File: src/common/lseu_pkg.sv
// Constants, types and helpers shared by the load and store execution unit
`default_nettype none

package lseu_pkg;

  // General register and storage address widths
  localparam int REG_W = 22;
  localparam int ADDR_W = 22;

  // Register map byte offsets on the AHB-Lite slave
  localparam logic [7:0] OFF_CMD = 8'h00;
  localparam logic [7:0] OFF_AEXT = 8'h04;
  localparam logic [7:0] OFF_STAT = 8'h08;
  localparam logic [7:0] OFF_IAR = 8'h0c;
  localparam logic [7:0] OFF_EXT44 = 8'h10;
  localparam logic [7:0] OFF_EXT45 = 8'h14;
  localparam logic [7:0] OFF_EXT46 = 8'h18;
  localparam logic [2:0] OFF_GPR_HI = 3'h1;

  // Status register field positions
  localparam int ST_BUSY = 0;
  localparam int ST_CARRY = 1;
  localparam int ST_ZERO = 2;
  localparam int ST_INV = 3;
  localparam int ST_BR = 4;

  // Reset values
  localparam logic [REG_W-1:0] RST_REG = 22'h000000;
  localparam logic [15:0] RST_HW = 16'h0000;

  // Opcode fields of the first instruction halfword
  localparam logic [7:0] OPC_ICT_LO = 8'h10;
  localparam logic [7:0] OPC_BYTE_SHIFT_COPY_LO = 8'h78;
  localparam logic [4:0] OPC_LA_HI = 5'h17;
  localparam logic [3:0] OPC_LA_MID = 4'h0;

  // Storage access sizes on the memory port
  localparam logic [1:0] MSZ_BYTE = 2'h0;
  localparam logic [1:0] MSZ_HALF = 2'h1;
  localparam logic [1:0] MSZ_WORD = 2'h2;

  // Only the low 22 bits of a stored fullword are altered
  localparam logic [31:0] ST_MASK = 32'h003fffff;

  // Word-size code accepted on the bus
  localparam logic [2:0] HSIZE_WORD = 3'h2;

  typedef enum logic [2:0] {
    OP_L, OP_LH, OP_IC, OP_ICT, OP_LA, OP_ST, OP_BYTE_SHIFT_COPY, OP_BAD
  } lseu_op_t;

  typedef enum logic [1:0] {S_IDLE, S_EXEC, S_MEM, S_WB} lseu_state_t;

  // Byte 0 sits at bits 15..8, byte 1 at bits 7..0
  function automatic logic [7:0] sel_byte(input logic [REG_W-1:0] r, input logic n);
    sel_byte = n ? r[7:0] : r[15:8];
  endfunction

  function automatic logic [REG_W-1:0] put_byte(input logic [REG_W-1:0] r, input logic n,
                                                input logic [7:0] b);
    put_byte = n ? {r[21:8], b} : {r[21:16], b, r[7:0]};
  endfunction

endpackage

`default_nettype wire

File: src/core/lseu_core.sv
// Load, insert, load-address and fullword store execution unit with AHB-Lite registers
//
// Added by the designer: the AHB-Lite slave port and the address map.
`default_nettype none

module lseu_core
  import lseu_pkg::*;
(
  input wire logic hclk,
  input wire logic hresetn,
  input wire logic hsel,
  input wire logic [31:0] haddr,
  input wire logic [1:0] htrans,
  input wire logic hwrite,
  input wire logic [2:0] hsize,
  input wire logic [31:0] hwdata,
  input wire logic hready,
  output logic hreadyout,
  output logic hresp,
  output logic [31:0] hrdata,
  output logic mem_req,
  output logic mem_we,
  output logic [ADDR_W-1:0] mem_addr,
  output logic [1:0] mem_size,
  output logic [31:0] mem_wdata,
  output logic [31:0] mem_wmask,
  input wire logic [31:0] mem_rdata,
  input wire logic mem_ack,
  output logic busy,
  output logic carry_latch,
  output logic zero_latch,
  output logic branch_pulse,
  output logic [REG_W-1:0] branch_addr,
  output logic invalid_op_check
);

  // State and storage
  lseu_state_t state_reg, state_next;
  logic [REG_W-1:0] gpr_reg [8];
  logic [REG_W-1:0] ext44_reg, ext45_reg, ext46_reg;
  logic [15:0] ir_reg, aext_reg;
  logic [31:0] rd_reg, hrdata_reg;
  logic carry_reg, zero_reg, inv_reg, br_reg;
  logic br_pulse_reg, inv_pulse_reg;
  logic dp_we_reg;
  logic [7:0] dp_off_reg;
  logic mem_req_reg, mem_we_reg;
  logic [ADDR_W-1:0] mem_addr_reg;
  logic [1:0] mem_size_reg;
  logic [31:0] mem_wdata_reg, mem_wmask_reg;

  // Bus address phase and register decode
  wire logic ap_take = hsel & hready & htrans[1];
  wire logic ap_hit = (haddr[31:8] == 24'h000000) & (hsize == HSIZE_WORD);
  wire logic [7:0] ap_off = haddr[7:0];
  wire logic ap_gpr = ap_off[7:5] == OFF_GPR_HI && ap_off[1:0] == 2'h0;
  wire logic [2:0] ap_gidx = ap_off[4:2];
  wire logic [31:0] stat_word = {27'h0, br_reg, inv_reg, zero_reg, carry_reg, busy};
  wire logic [31:0] rd_mux =
    !ap_hit ? 32'h00000000 :
    (ap_off == OFF_CMD) ? {16'h0000, ir_reg} :
    (ap_off == OFF_AEXT) ? {16'h0000, aext_reg} :
    (ap_off == OFF_STAT) ? stat_word :
    (ap_off == OFF_IAR) ? {10'h000, gpr_reg[0]} :
    (ap_off == OFF_EXT44) ? {10'h000, ext44_reg} :
    (ap_off == OFF_EXT45) ? {10'h000, ext45_reg} :
    (ap_off == OFF_EXT46) ? {10'h000, ext46_reg} :
    ap_gpr ? {10'h000, gpr_reg[ap_gidx]} : 32'h00000000;

  // Data phase write strobes; instruction, AEXT, IAR and general register writes only take effect while idle
  wire logic idle = state_reg == S_IDLE;
  wire logic wr_cmd = dp_we_reg & (dp_off_reg == OFF_CMD);
  wire logic wr_aext = dp_we_reg & (dp_off_reg == OFF_AEXT) & idle;
  wire logic wr_stat = dp_we_reg & (dp_off_reg == OFF_STAT);
  wire logic wr_iar = dp_we_reg & (dp_off_reg == OFF_IAR) & idle;
  wire logic wr_e44 = dp_we_reg & (dp_off_reg == OFF_EXT44);
  wire logic wr_e45 = dp_we_reg & (dp_off_reg == OFF_EXT45);
  wire logic wr_e46 = dp_we_reg & (dp_off_reg == OFF_EXT46);
  wire logic wr_gpr = dp_we_reg & (dp_off_reg[7:5] == OFF_GPR_HI) &
                      (dp_off_reg[1:0] == 2'h0) & idle;
  wire logic start = wr_cmd & idle;

  // Instruction fields
  wire logic [2:0] base_f = ir_reg[14:12];
  wire logic [2:0] r_f = ir_reg[10:8];
  wire logic nsel = ir_reg[8];
  wire logic [2:0] odd_r = {ir_reg[10:9], 1'b1};
  wire logic [2:0] src_r = {ir_reg[14:13], 1'b1};
  wire logic src_n = ir_reg[12];
  wire logic [7:0] lo = ir_reg[7:0];

  // Opcode decode; anything outside this unit's set is flagged invalid
  wire logic is_la = ir_reg[15:11] == OPC_LA_HI && ir_reg[7:4] == OPC_LA_MID;
  wire logic rs_form = ~ir_reg[15];
  wire lseu_op_t op =
    is_la ? OP_LA :
    !rs_form ? OP_BAD :
    (!ir_reg[11] && lo == OPC_BYTE_SHIFT_COPY_LO) ? OP_BYTE_SHIFT_COPY :
    (!ir_reg[11] && lo == OPC_ICT_LO) ? OP_ICT :
    (ir_reg[11] && !ir_reg[7]) ? OP_IC :
    (!ir_reg[11] && !ir_reg[7] && ir_reg[0]) ? OP_LH :
    (!ir_reg[11] && !ir_reg[7] && ir_reg[1:0] == 2'h2) ? OP_L :
    (!ir_reg[11] && ir_reg[7] && ir_reg[1:0] == 2'h2) ? OP_ST : OP_BAD;

  wire logic [ADDR_W-1:0] disp_l = {15'h0000, ir_reg[6:2], 2'h0};
  wire logic [ADDR_W-1:0] disp_lh = {15'h0000, ir_reg[6:1], 1'b0};
  wire logic [ADDR_W-1:0] disp_ic = {15'h0000, ir_reg[6:0]};
  wire logic [ADDR_W-1:0] disp =
    (op == OP_LH) ? disp_lh :
    (op == OP_IC) ? disp_ic :
    (op == OP_ICT) ? RST_REG : disp_l;

  // Base 0 selects the external base register of the access size
  // fullword base external
  wire logic [REG_W-1:0] ext_base =
    (op == OP_LH) ? ext45_reg :
    (op == OP_IC) ? ext44_reg : ext46_reg;
  wire logic [REG_W-1:0] base_val = (base_f == 3'h0) ? ext_base : gpr_reg[base_f];

  // unsigned add, wraps at 22 bits
  wire logic [ADDR_W-1:0] ea = base_val + disp;
  wire logic byte_acc = (op == OP_IC) | (op == OP_ICT);
  wire logic [ADDR_W-1:0] ea_acc = byte_acc ? ea : {ea[ADDR_W-1:1], 1'b0};

  // Memory size and store data; register 0 as source stores zeros
  wire logic [1:0] acc_size =
    byte_acc ? MSZ_BYTE : (op == OP_LH) ? MSZ_HALF : MSZ_WORD;
  wire logic [31:0] st_data = (r_f == 3'h0) ? 32'h00000000 : {10'h000, gpr_reg[r_f]};
  wire logic is_mem = (op == OP_L) | (op == OP_LH) | (op == OP_IC) | (op == OP_ST) |
                      ((op == OP_ICT) & (base_f != 3'h0));

  // Result values
  wire logic exec_now = state_reg == S_EXEC;
  wire logic wb_now = state_reg == S_WB;
  // immediate fills X, 0 and 1
  wire logic [REG_W-1:0] la_val = {2'h0, ir_reg[3:0], aext_reg};
  // low 22 bits of the fullword
  wire logic [REG_W-1:0] l_val = rd_reg[REG_W-1:0];
  wire logic [REG_W-1:0] lh_val = {6'h00, rd_reg[15:0]};
  wire logic [REG_W-1:0] ld_val =
    (op == OP_LA) ? la_val : (op == OP_L) ? l_val : lh_val;

  // Shift-copy: selected source byte moved right one place
  wire logic [7:0] src_byte = sel_byte(gpr_reg[src_r], src_n);
  wire logic [7:0] byte_shift_copy_res = {1'b0, src_byte[7:1]};
  wire logic [7:0] byte_val = (op == OP_BYTE_SHIFT_COPY) ? byte_shift_copy_res : rd_reg[7:0];

  wire logic [REG_W-1:0] base_inc = gpr_reg[base_f] + 22'h000001;
  wire logic [REG_W-1:0] byte_host =
    ((op == OP_ICT) && (odd_r == base_f)) ? base_inc : gpr_reg[odd_r];

  // Write-back fire conditions
  wire logic wide_fire = (wb_now & ((op == OP_L) | (op == OP_LH))) |
                         (exec_now & (op == OP_LA));
  wire logic byte_fire = (wb_now & byte_acc) | (exec_now & (op == OP_BYTE_SHIFT_COPY));
  wire logic br_take = wide_fire & (r_f == 3'h0);
  wire logic tgt_we = (wide_fire & (r_f != 3'h0)) | byte_fire;
  wire logic [2:0] tgt_idx = byte_fire ? odd_r : r_f;
  wire logic [REG_W-1:0] tgt_data = byte_fire ? put_byte(byte_host, nsel, byte_val) : ld_val;
  wire logic base_we = wb_now & (op == OP_ICT);

  // Latch update; branches, immediate loads and autoincrement leave them alone
  wire logic lat_we = (wide_fire & (r_f != 3'h0) & (op != OP_LA)) |
                      (byte_fire & (op != OP_ICT));
  wire logic c_next =
    (op == OP_BYTE_SHIFT_COPY) ? src_byte[0] :
    byte_acc ? ~^byte_val : (ld_val != RST_REG);
  wire logic z_next = byte_fire ? (byte_val == 8'h00) : (ld_val == RST_REG);

  wire logic inv_set = exec_now & ((op == OP_BAD) | ((op == OP_ICT) & (base_f == 3'h0)));
  // Sticky flags: a hardware set in the clearing cycle survives
  wire logic inv_next = inv_set | (inv_reg & ~(wr_stat & hwdata[ST_INV]));
  wire logic br_next = br_take | (br_reg & ~(wr_stat & hwdata[ST_BR]));

  // Sequencer: one instruction at a time, memory wait is unbounded
  always_comb begin
    case (state_reg)
      S_IDLE: state_next = start ? S_EXEC : S_IDLE;
      S_EXEC: state_next = is_mem ? S_MEM : S_IDLE;
      S_MEM: state_next = mem_ack ? S_WB : S_MEM;
      S_WB: state_next = S_IDLE;
      default: state_next = S_IDLE;
    endcase
  end

  always_ff @(posedge hclk or negedge hresetn) begin
    if (!hresetn) begin
      state_reg <= S_IDLE;
    end else begin
      state_reg <= state_next;
    end
  end

  // Bus slave: zero wait states, read data captured in the address phase
  always_ff @(posedge hclk or negedge hresetn) begin
    if (!hresetn) begin
      dp_we_reg <= 1'b0;
      dp_off_reg <= 8'h00;
      hrdata_reg <= 32'h00000000;
    end else begin
      dp_we_reg <= ap_take & hwrite & ap_hit;
      dp_off_reg <= ap_off;
      if (ap_take && !hwrite) begin
        hrdata_reg <= rd_mux;
      end
    end
  end

  // Software-written control words and external base registers
  always_ff @(posedge hclk or negedge hresetn) begin
    if (!hresetn) begin
      ir_reg <= RST_HW;
      aext_reg <= RST_HW;
      ext44_reg <= RST_REG;
      ext45_reg <= RST_REG;
      ext46_reg <= RST_REG;
    end else begin
      if (start) begin
        ir_reg <= hwdata[15:0];
      end
      if (wr_aext) begin
        aext_reg <= hwdata[15:0];
      end
      if (wr_e44) begin
        ext44_reg <= hwdata[REG_W-1:0];
      end
      if (wr_e45) begin
        ext45_reg <= hwdata[REG_W-1:0];
      end
      if (wr_e46) begin
        ext46_reg <= hwdata[REG_W-1:0];
      end
    end
  end

  // General registers; target write follows base write so it wins on a clash
  always_ff @(posedge hclk or negedge hresetn) begin
    if (!hresetn) begin
      for (int i = 0; i < 8; i++) begin
        gpr_reg[i] <= RST_REG;
      end
    end else begin
      if (wr_gpr) begin
        gpr_reg[dp_off_reg[4:2]] <= hwdata[REG_W-1:0];
      end
      if (wr_iar) begin
        gpr_reg[0] <= hwdata[REG_W-1:0];
      end
      if (base_we) begin
        gpr_reg[base_f] <= base_inc;
      end
      if (tgt_we) begin
        gpr_reg[tgt_idx] <= tgt_data;
      end
      if (br_take) begin
        gpr_reg[0] <= ld_val;
      end
    end
  end

  // Condition latches and event flags
  always_ff @(posedge hclk or negedge hresetn) begin
    if (!hresetn) begin
      carry_reg <= 1'b0;
      zero_reg <= 1'b0;
      inv_reg <= 1'b0;
      br_reg <= 1'b0;
      br_pulse_reg <= 1'b0;
      inv_pulse_reg <= 1'b0;
    end else begin
      if (lat_we) begin
        carry_reg <= c_next;
        zero_reg <= z_next;
      end
      inv_reg <= inv_next;
      br_reg <= br_next;
      br_pulse_reg <= br_take;
      inv_pulse_reg <= inv_set;
    end
  end

  // Storage request, held until the far side acknowledges
  always_ff @(posedge hclk or negedge hresetn) begin
    if (!hresetn) begin
      mem_req_reg <= 1'b0;
      mem_we_reg <= 1'b0;
      mem_addr_reg <= RST_REG;
      mem_size_reg <= MSZ_BYTE;
      mem_wdata_reg <= 32'h00000000;
      mem_wmask_reg <= 32'h00000000;
      rd_reg <= 32'h00000000;
    end else begin
      if (exec_now && is_mem) begin
        mem_req_reg <= 1'b1;
        mem_we_reg <= op == OP_ST;
        // fetch address is the base itself
        mem_addr_reg <= (op == OP_ICT) ? gpr_reg[base_f] : ea_acc;
        mem_size_reg <= acc_size;
        mem_wdata_reg <= st_data;
        mem_wmask_reg <= (op == OP_ST) ? ST_MASK : 32'h00000000;
      end else if (state_reg == S_MEM && mem_ack) begin
        mem_req_reg <= 1'b0;
        rd_reg <= mem_rdata;
      end
    end
  end

  // Output drive
  assign hreadyout = 1'b1;
  assign hresp = 1'b0;
  assign hrdata = hrdata_reg;
  assign mem_req = mem_req_reg;
  assign mem_we = mem_we_reg;
  assign mem_addr = mem_addr_reg;
  assign mem_size = mem_size_reg;
  assign mem_wdata = mem_wdata_reg;
  assign mem_wmask = mem_wmask_reg;
  assign busy = ~idle;
  assign carry_latch = carry_reg;
  assign zero_latch = zero_reg;
  assign branch_pulse = br_pulse_reg;
  assign branch_addr = gpr_reg[0];
  assign invalid_op_check = inv_pulse_reg;

endmodule

`default_nettype wire

File: config.mk
export PLATFORM = sky130hd
export DESIGN_NAME = lseu_core
export DESIGN_NICKNAME = d
export VERILOG_FILES = /design/src/common/lseu_pkg.sv /design/src/core/lseu_core.sv
export SDC_FILE = /design/constraint.sdc
export NUM_CORES = 1
export LEC_CHECK = 0
export BUFFER_PORTS_ARGS = -buffer_cell sky130_fd_sc_hd__buf_2
export CORE_MARGIN = 2
export CORE_UTILIZATION = 33
export CTS_CLUSTER_SIZE = 24
export DETAILED_ROUTE_END_ITERATION = 7
export PLACE_DENSITY = 0.59
export SYNTH_ARGS = -nofsm -noshare
export SYNTH_HDL_FRONTEND = slang
export SYNTH_SLANG_ARGS = --single-unit
File: constraint.sdc
create_clock -name hclk -period 9.9 [get_ports hclk]
set_input_delay 0.99 -clock hclk [delete_from_list [all_inputs] [get_ports hclk]]
set_output_delay 0.99 -clock hclk [all_outputs]
set_load 0.005 [all_outputs]
==> flow_summary.ini <==
[timing]
rsz0062_at_grt = no
finalSetupTns_ns = 0
period_share = 0.580
finalClockSkew_ns = 0.0205
slew-limit-headroom = -0.0272
setup_violations = 0
hold_viol = 0
setup_ws_ns = 4.16
fmax_mhz = 174
tightest_slew_ns = 1.52
post-route-min-period_ns = 5.74
drv_slew = 4
holdWs_ns = 0.396

[worst_setup_path]
required_ns = 10.36
cp_cell_sequence = nor2b_1 -> o21ba_2 -> o211ai_1 -> buf_4 -> nand2_1 -> a311o_1 -> o21ai_0 -> ha_1 -> inv_1 -> fa_1 -> nor2b_1 -> o21ai_0 -> a21boi_0 -> o311ai_0 -> a211o_1 -> nor4_4 -> nand3_1 -> xnor2_1 -> o221ai_1
slowest_stage = o211ai_1
max_stage_delay_ns = 0.81
crit_type = register to register
arrival_ns = 6.20
critPathLaunchType = register
critPathMaxFanout = 14
end_kind = register

[floorplanning]
dieArea_um2 = 85900
start_util = 0.335
die_h_um = 293
die-width_um = 293
core_um2 = 82400
num_rows = 105
ios = 258

[routing]
drt-wirelength-per-cell_um = 31.4
drt-initial-drc-count = 3522
first_pass_iters = 6
final_antenna_net_count = 0
routed_wirelength_um = 126000
via_per_inst = 6.37
vias = 25541
drc = 0

[final_layout]
synthToLayoutAreaGrowth_pct = 11.2
largest_reg_flops = 154
drive_above_1_share = 0.250
num-fill-cells = 8334
fin_util = 0.372
fin_area_um2 = 30700
nNetsFinal = 3018

[cts]
cts_buffers = 47
cts_tree = built
clockRootBuffer = clkbuf_16
cts_buffer_depth = 3
clkSinkCount = 383
insertion_delay_ns = 0.62
cts_resized = 0
cts_setup_buffers = 0
cts_hold_buf = 0
htree_levels = 2
path_clk_slew_ns = 0.07

[status]
violations = max-capacitance violations, max-slew violations
status = complete, but fails checks

[yosys]
yosysMostFrequentCell = dfrtp_1
ys_ff_latch = 383
async_flop_share = 1.00
synth_common_cells = dfrtp_1 (383), nand2_1 (341), mux2i_1 (223)
synthFlopType = dfrtp_1
synthesis.area_um2 = 27600
synthDistinctLibCells = 111
yosys.area.top_type = dfrtp_1
synth_area_leaders = dfrtp_1 (35%), mux2_2 (8.5%), mux2i_1 (8.1%), mux4_2 (6.9%), nand2_1 (4.6%)
yosys_warnings = 0
synth-edff-count = 0
synth_top_area_frac = 0.348
synth.avg_cell_area_um2 = 9.58
syn_inst = 2876
yosysSeqAreaShare = 0.348

[grt]
grt_overflow = 0
grt_pass1_vias = 23831
globalRouteTotalUtil = 0.287
antenna_found_initial = 11
grt_pass1_wl_um = 179000
grt_max_degree = 85

[min_path]
min_path_type = input port to asynchronous set/reset pin

[power]
power_leakage_nw = 12.0
p_per_area_nw_per_um2 = 205
ir_worst_vdd_uv = 140

[placed_design]
dp.final_hpwl_um = 85700
io_buffer_count = 204
gp_congestion = 1.03
post_dp_cell_area_um2 = 29000
pre_cts_slack_ns = 4.35

[flow_run]
drv_cap = 1
## cell type report
cell class / count / area (µm²) / share of cell area
flip-flops and latches: 383 / 9600 / 0.313
repair buffers: 280 / 1610 / 0.0524
clock inverters: 17 / 206 / 0.00673
inverters: 32 / 120 / 0.00392
multi-input cells: 2154 / 16400 / 0.534
well taps: 1070 / 1340 / 0.0437
clock buffers: 68 / 1400 / 0.0455
diodes: 5 / 12.5 / 0.000408
## logic make-up (layout without fill, tap and decap cells)
family,count (synthesis),count (layout),share of synthesized area
compound gates,788,788,0.192
mux,524,524,0.241
xor+xnor,38,38,0.0145
simple gates,759,759,0.131
fa+ha+maj,13,13,0.00617
buf+inv,369,397,0.0668
other cells,2,37,0.000272
flops,383,383,0.348
## worst max-delay path: cells and delay by family (launching register included)
| kind | cells | cell delay [ns] |
|---|---|---|
| flops | 1 | 0.61 |
| buf+inv | 2 | 0.47 |
| simple gates | 5 | 0.98 |
| compound gates | 9 | 2.62 |
| fa+ha+maj | 2 | 0.69 |
| xor+xnor | 1 | 0.18 |
## through the flow
step	instances	power [mW]
after detailed placement	3919	4.40
after global routing	4006	6.54
final	4009	6.30
after floorplan	2906	3.56
after CTS	4004	6.23
after global placement	3919	4.37
## power by group
group	leakage, nW	switching (mW)	internal, mW
Sequential	4.29	0.396	1.89
Clock	0.795	0.751	1.08
Combinational	6.88	1.30	0.884
Total	12.0	2.45	3.85
## path summary, 6_finish.rpt
kind	from	to	slack, ns	cells after the start
setup / recovery	ir_reg[0]$_DFFE_PN0P_	mem_addr[20]$_DFFE_PN0P_	4.16	19
hold / removal	hresetn	hrdata[19]$_DFFE_PN0P_	0.40	1
setup reg to reg	ir_reg[0]$_DFFE_PN0P_	mem_addr[20]$_DFFE_PN0P_	4.16	19
hold reg to reg	mem_addr[1]$_DFFE_PN0P_	mem_addr[1]$_DFFE_PN0P_	0.47	2
max in group asynchronous	hresetn	rd_reg[14]$_DFFE_PN0P_	7.57	3
min in group hclk	mem_addr[1]$_DFFE_PN0P_	mem_addr[1]$_DFFE_PN0P_	0.47	2
## layout by cell type, fill, tap and decap left out, types with 78 or more instances in the layout
cell type and instances:
a21oi_1 124, buf_2 201, buf_4 78, dfrtp_1 377, mux2_2 208, mux2i_1 223, mux4_2 84, nand2_1 338
nor2_1 143, o211ai_1 105, o21ai_0 190
## routing by layer
layer  global-route usage  vias to the layer above  routed length (µm)
met3               0.0950                      433               15700
li1                     -                    10663                   -
met4                0.175                        6                9380
met2                0.421                     1821               52900
met1                0.363                    12618               47700
met5              0.00737                        -                 110
(Power assumes the default switching activity.)
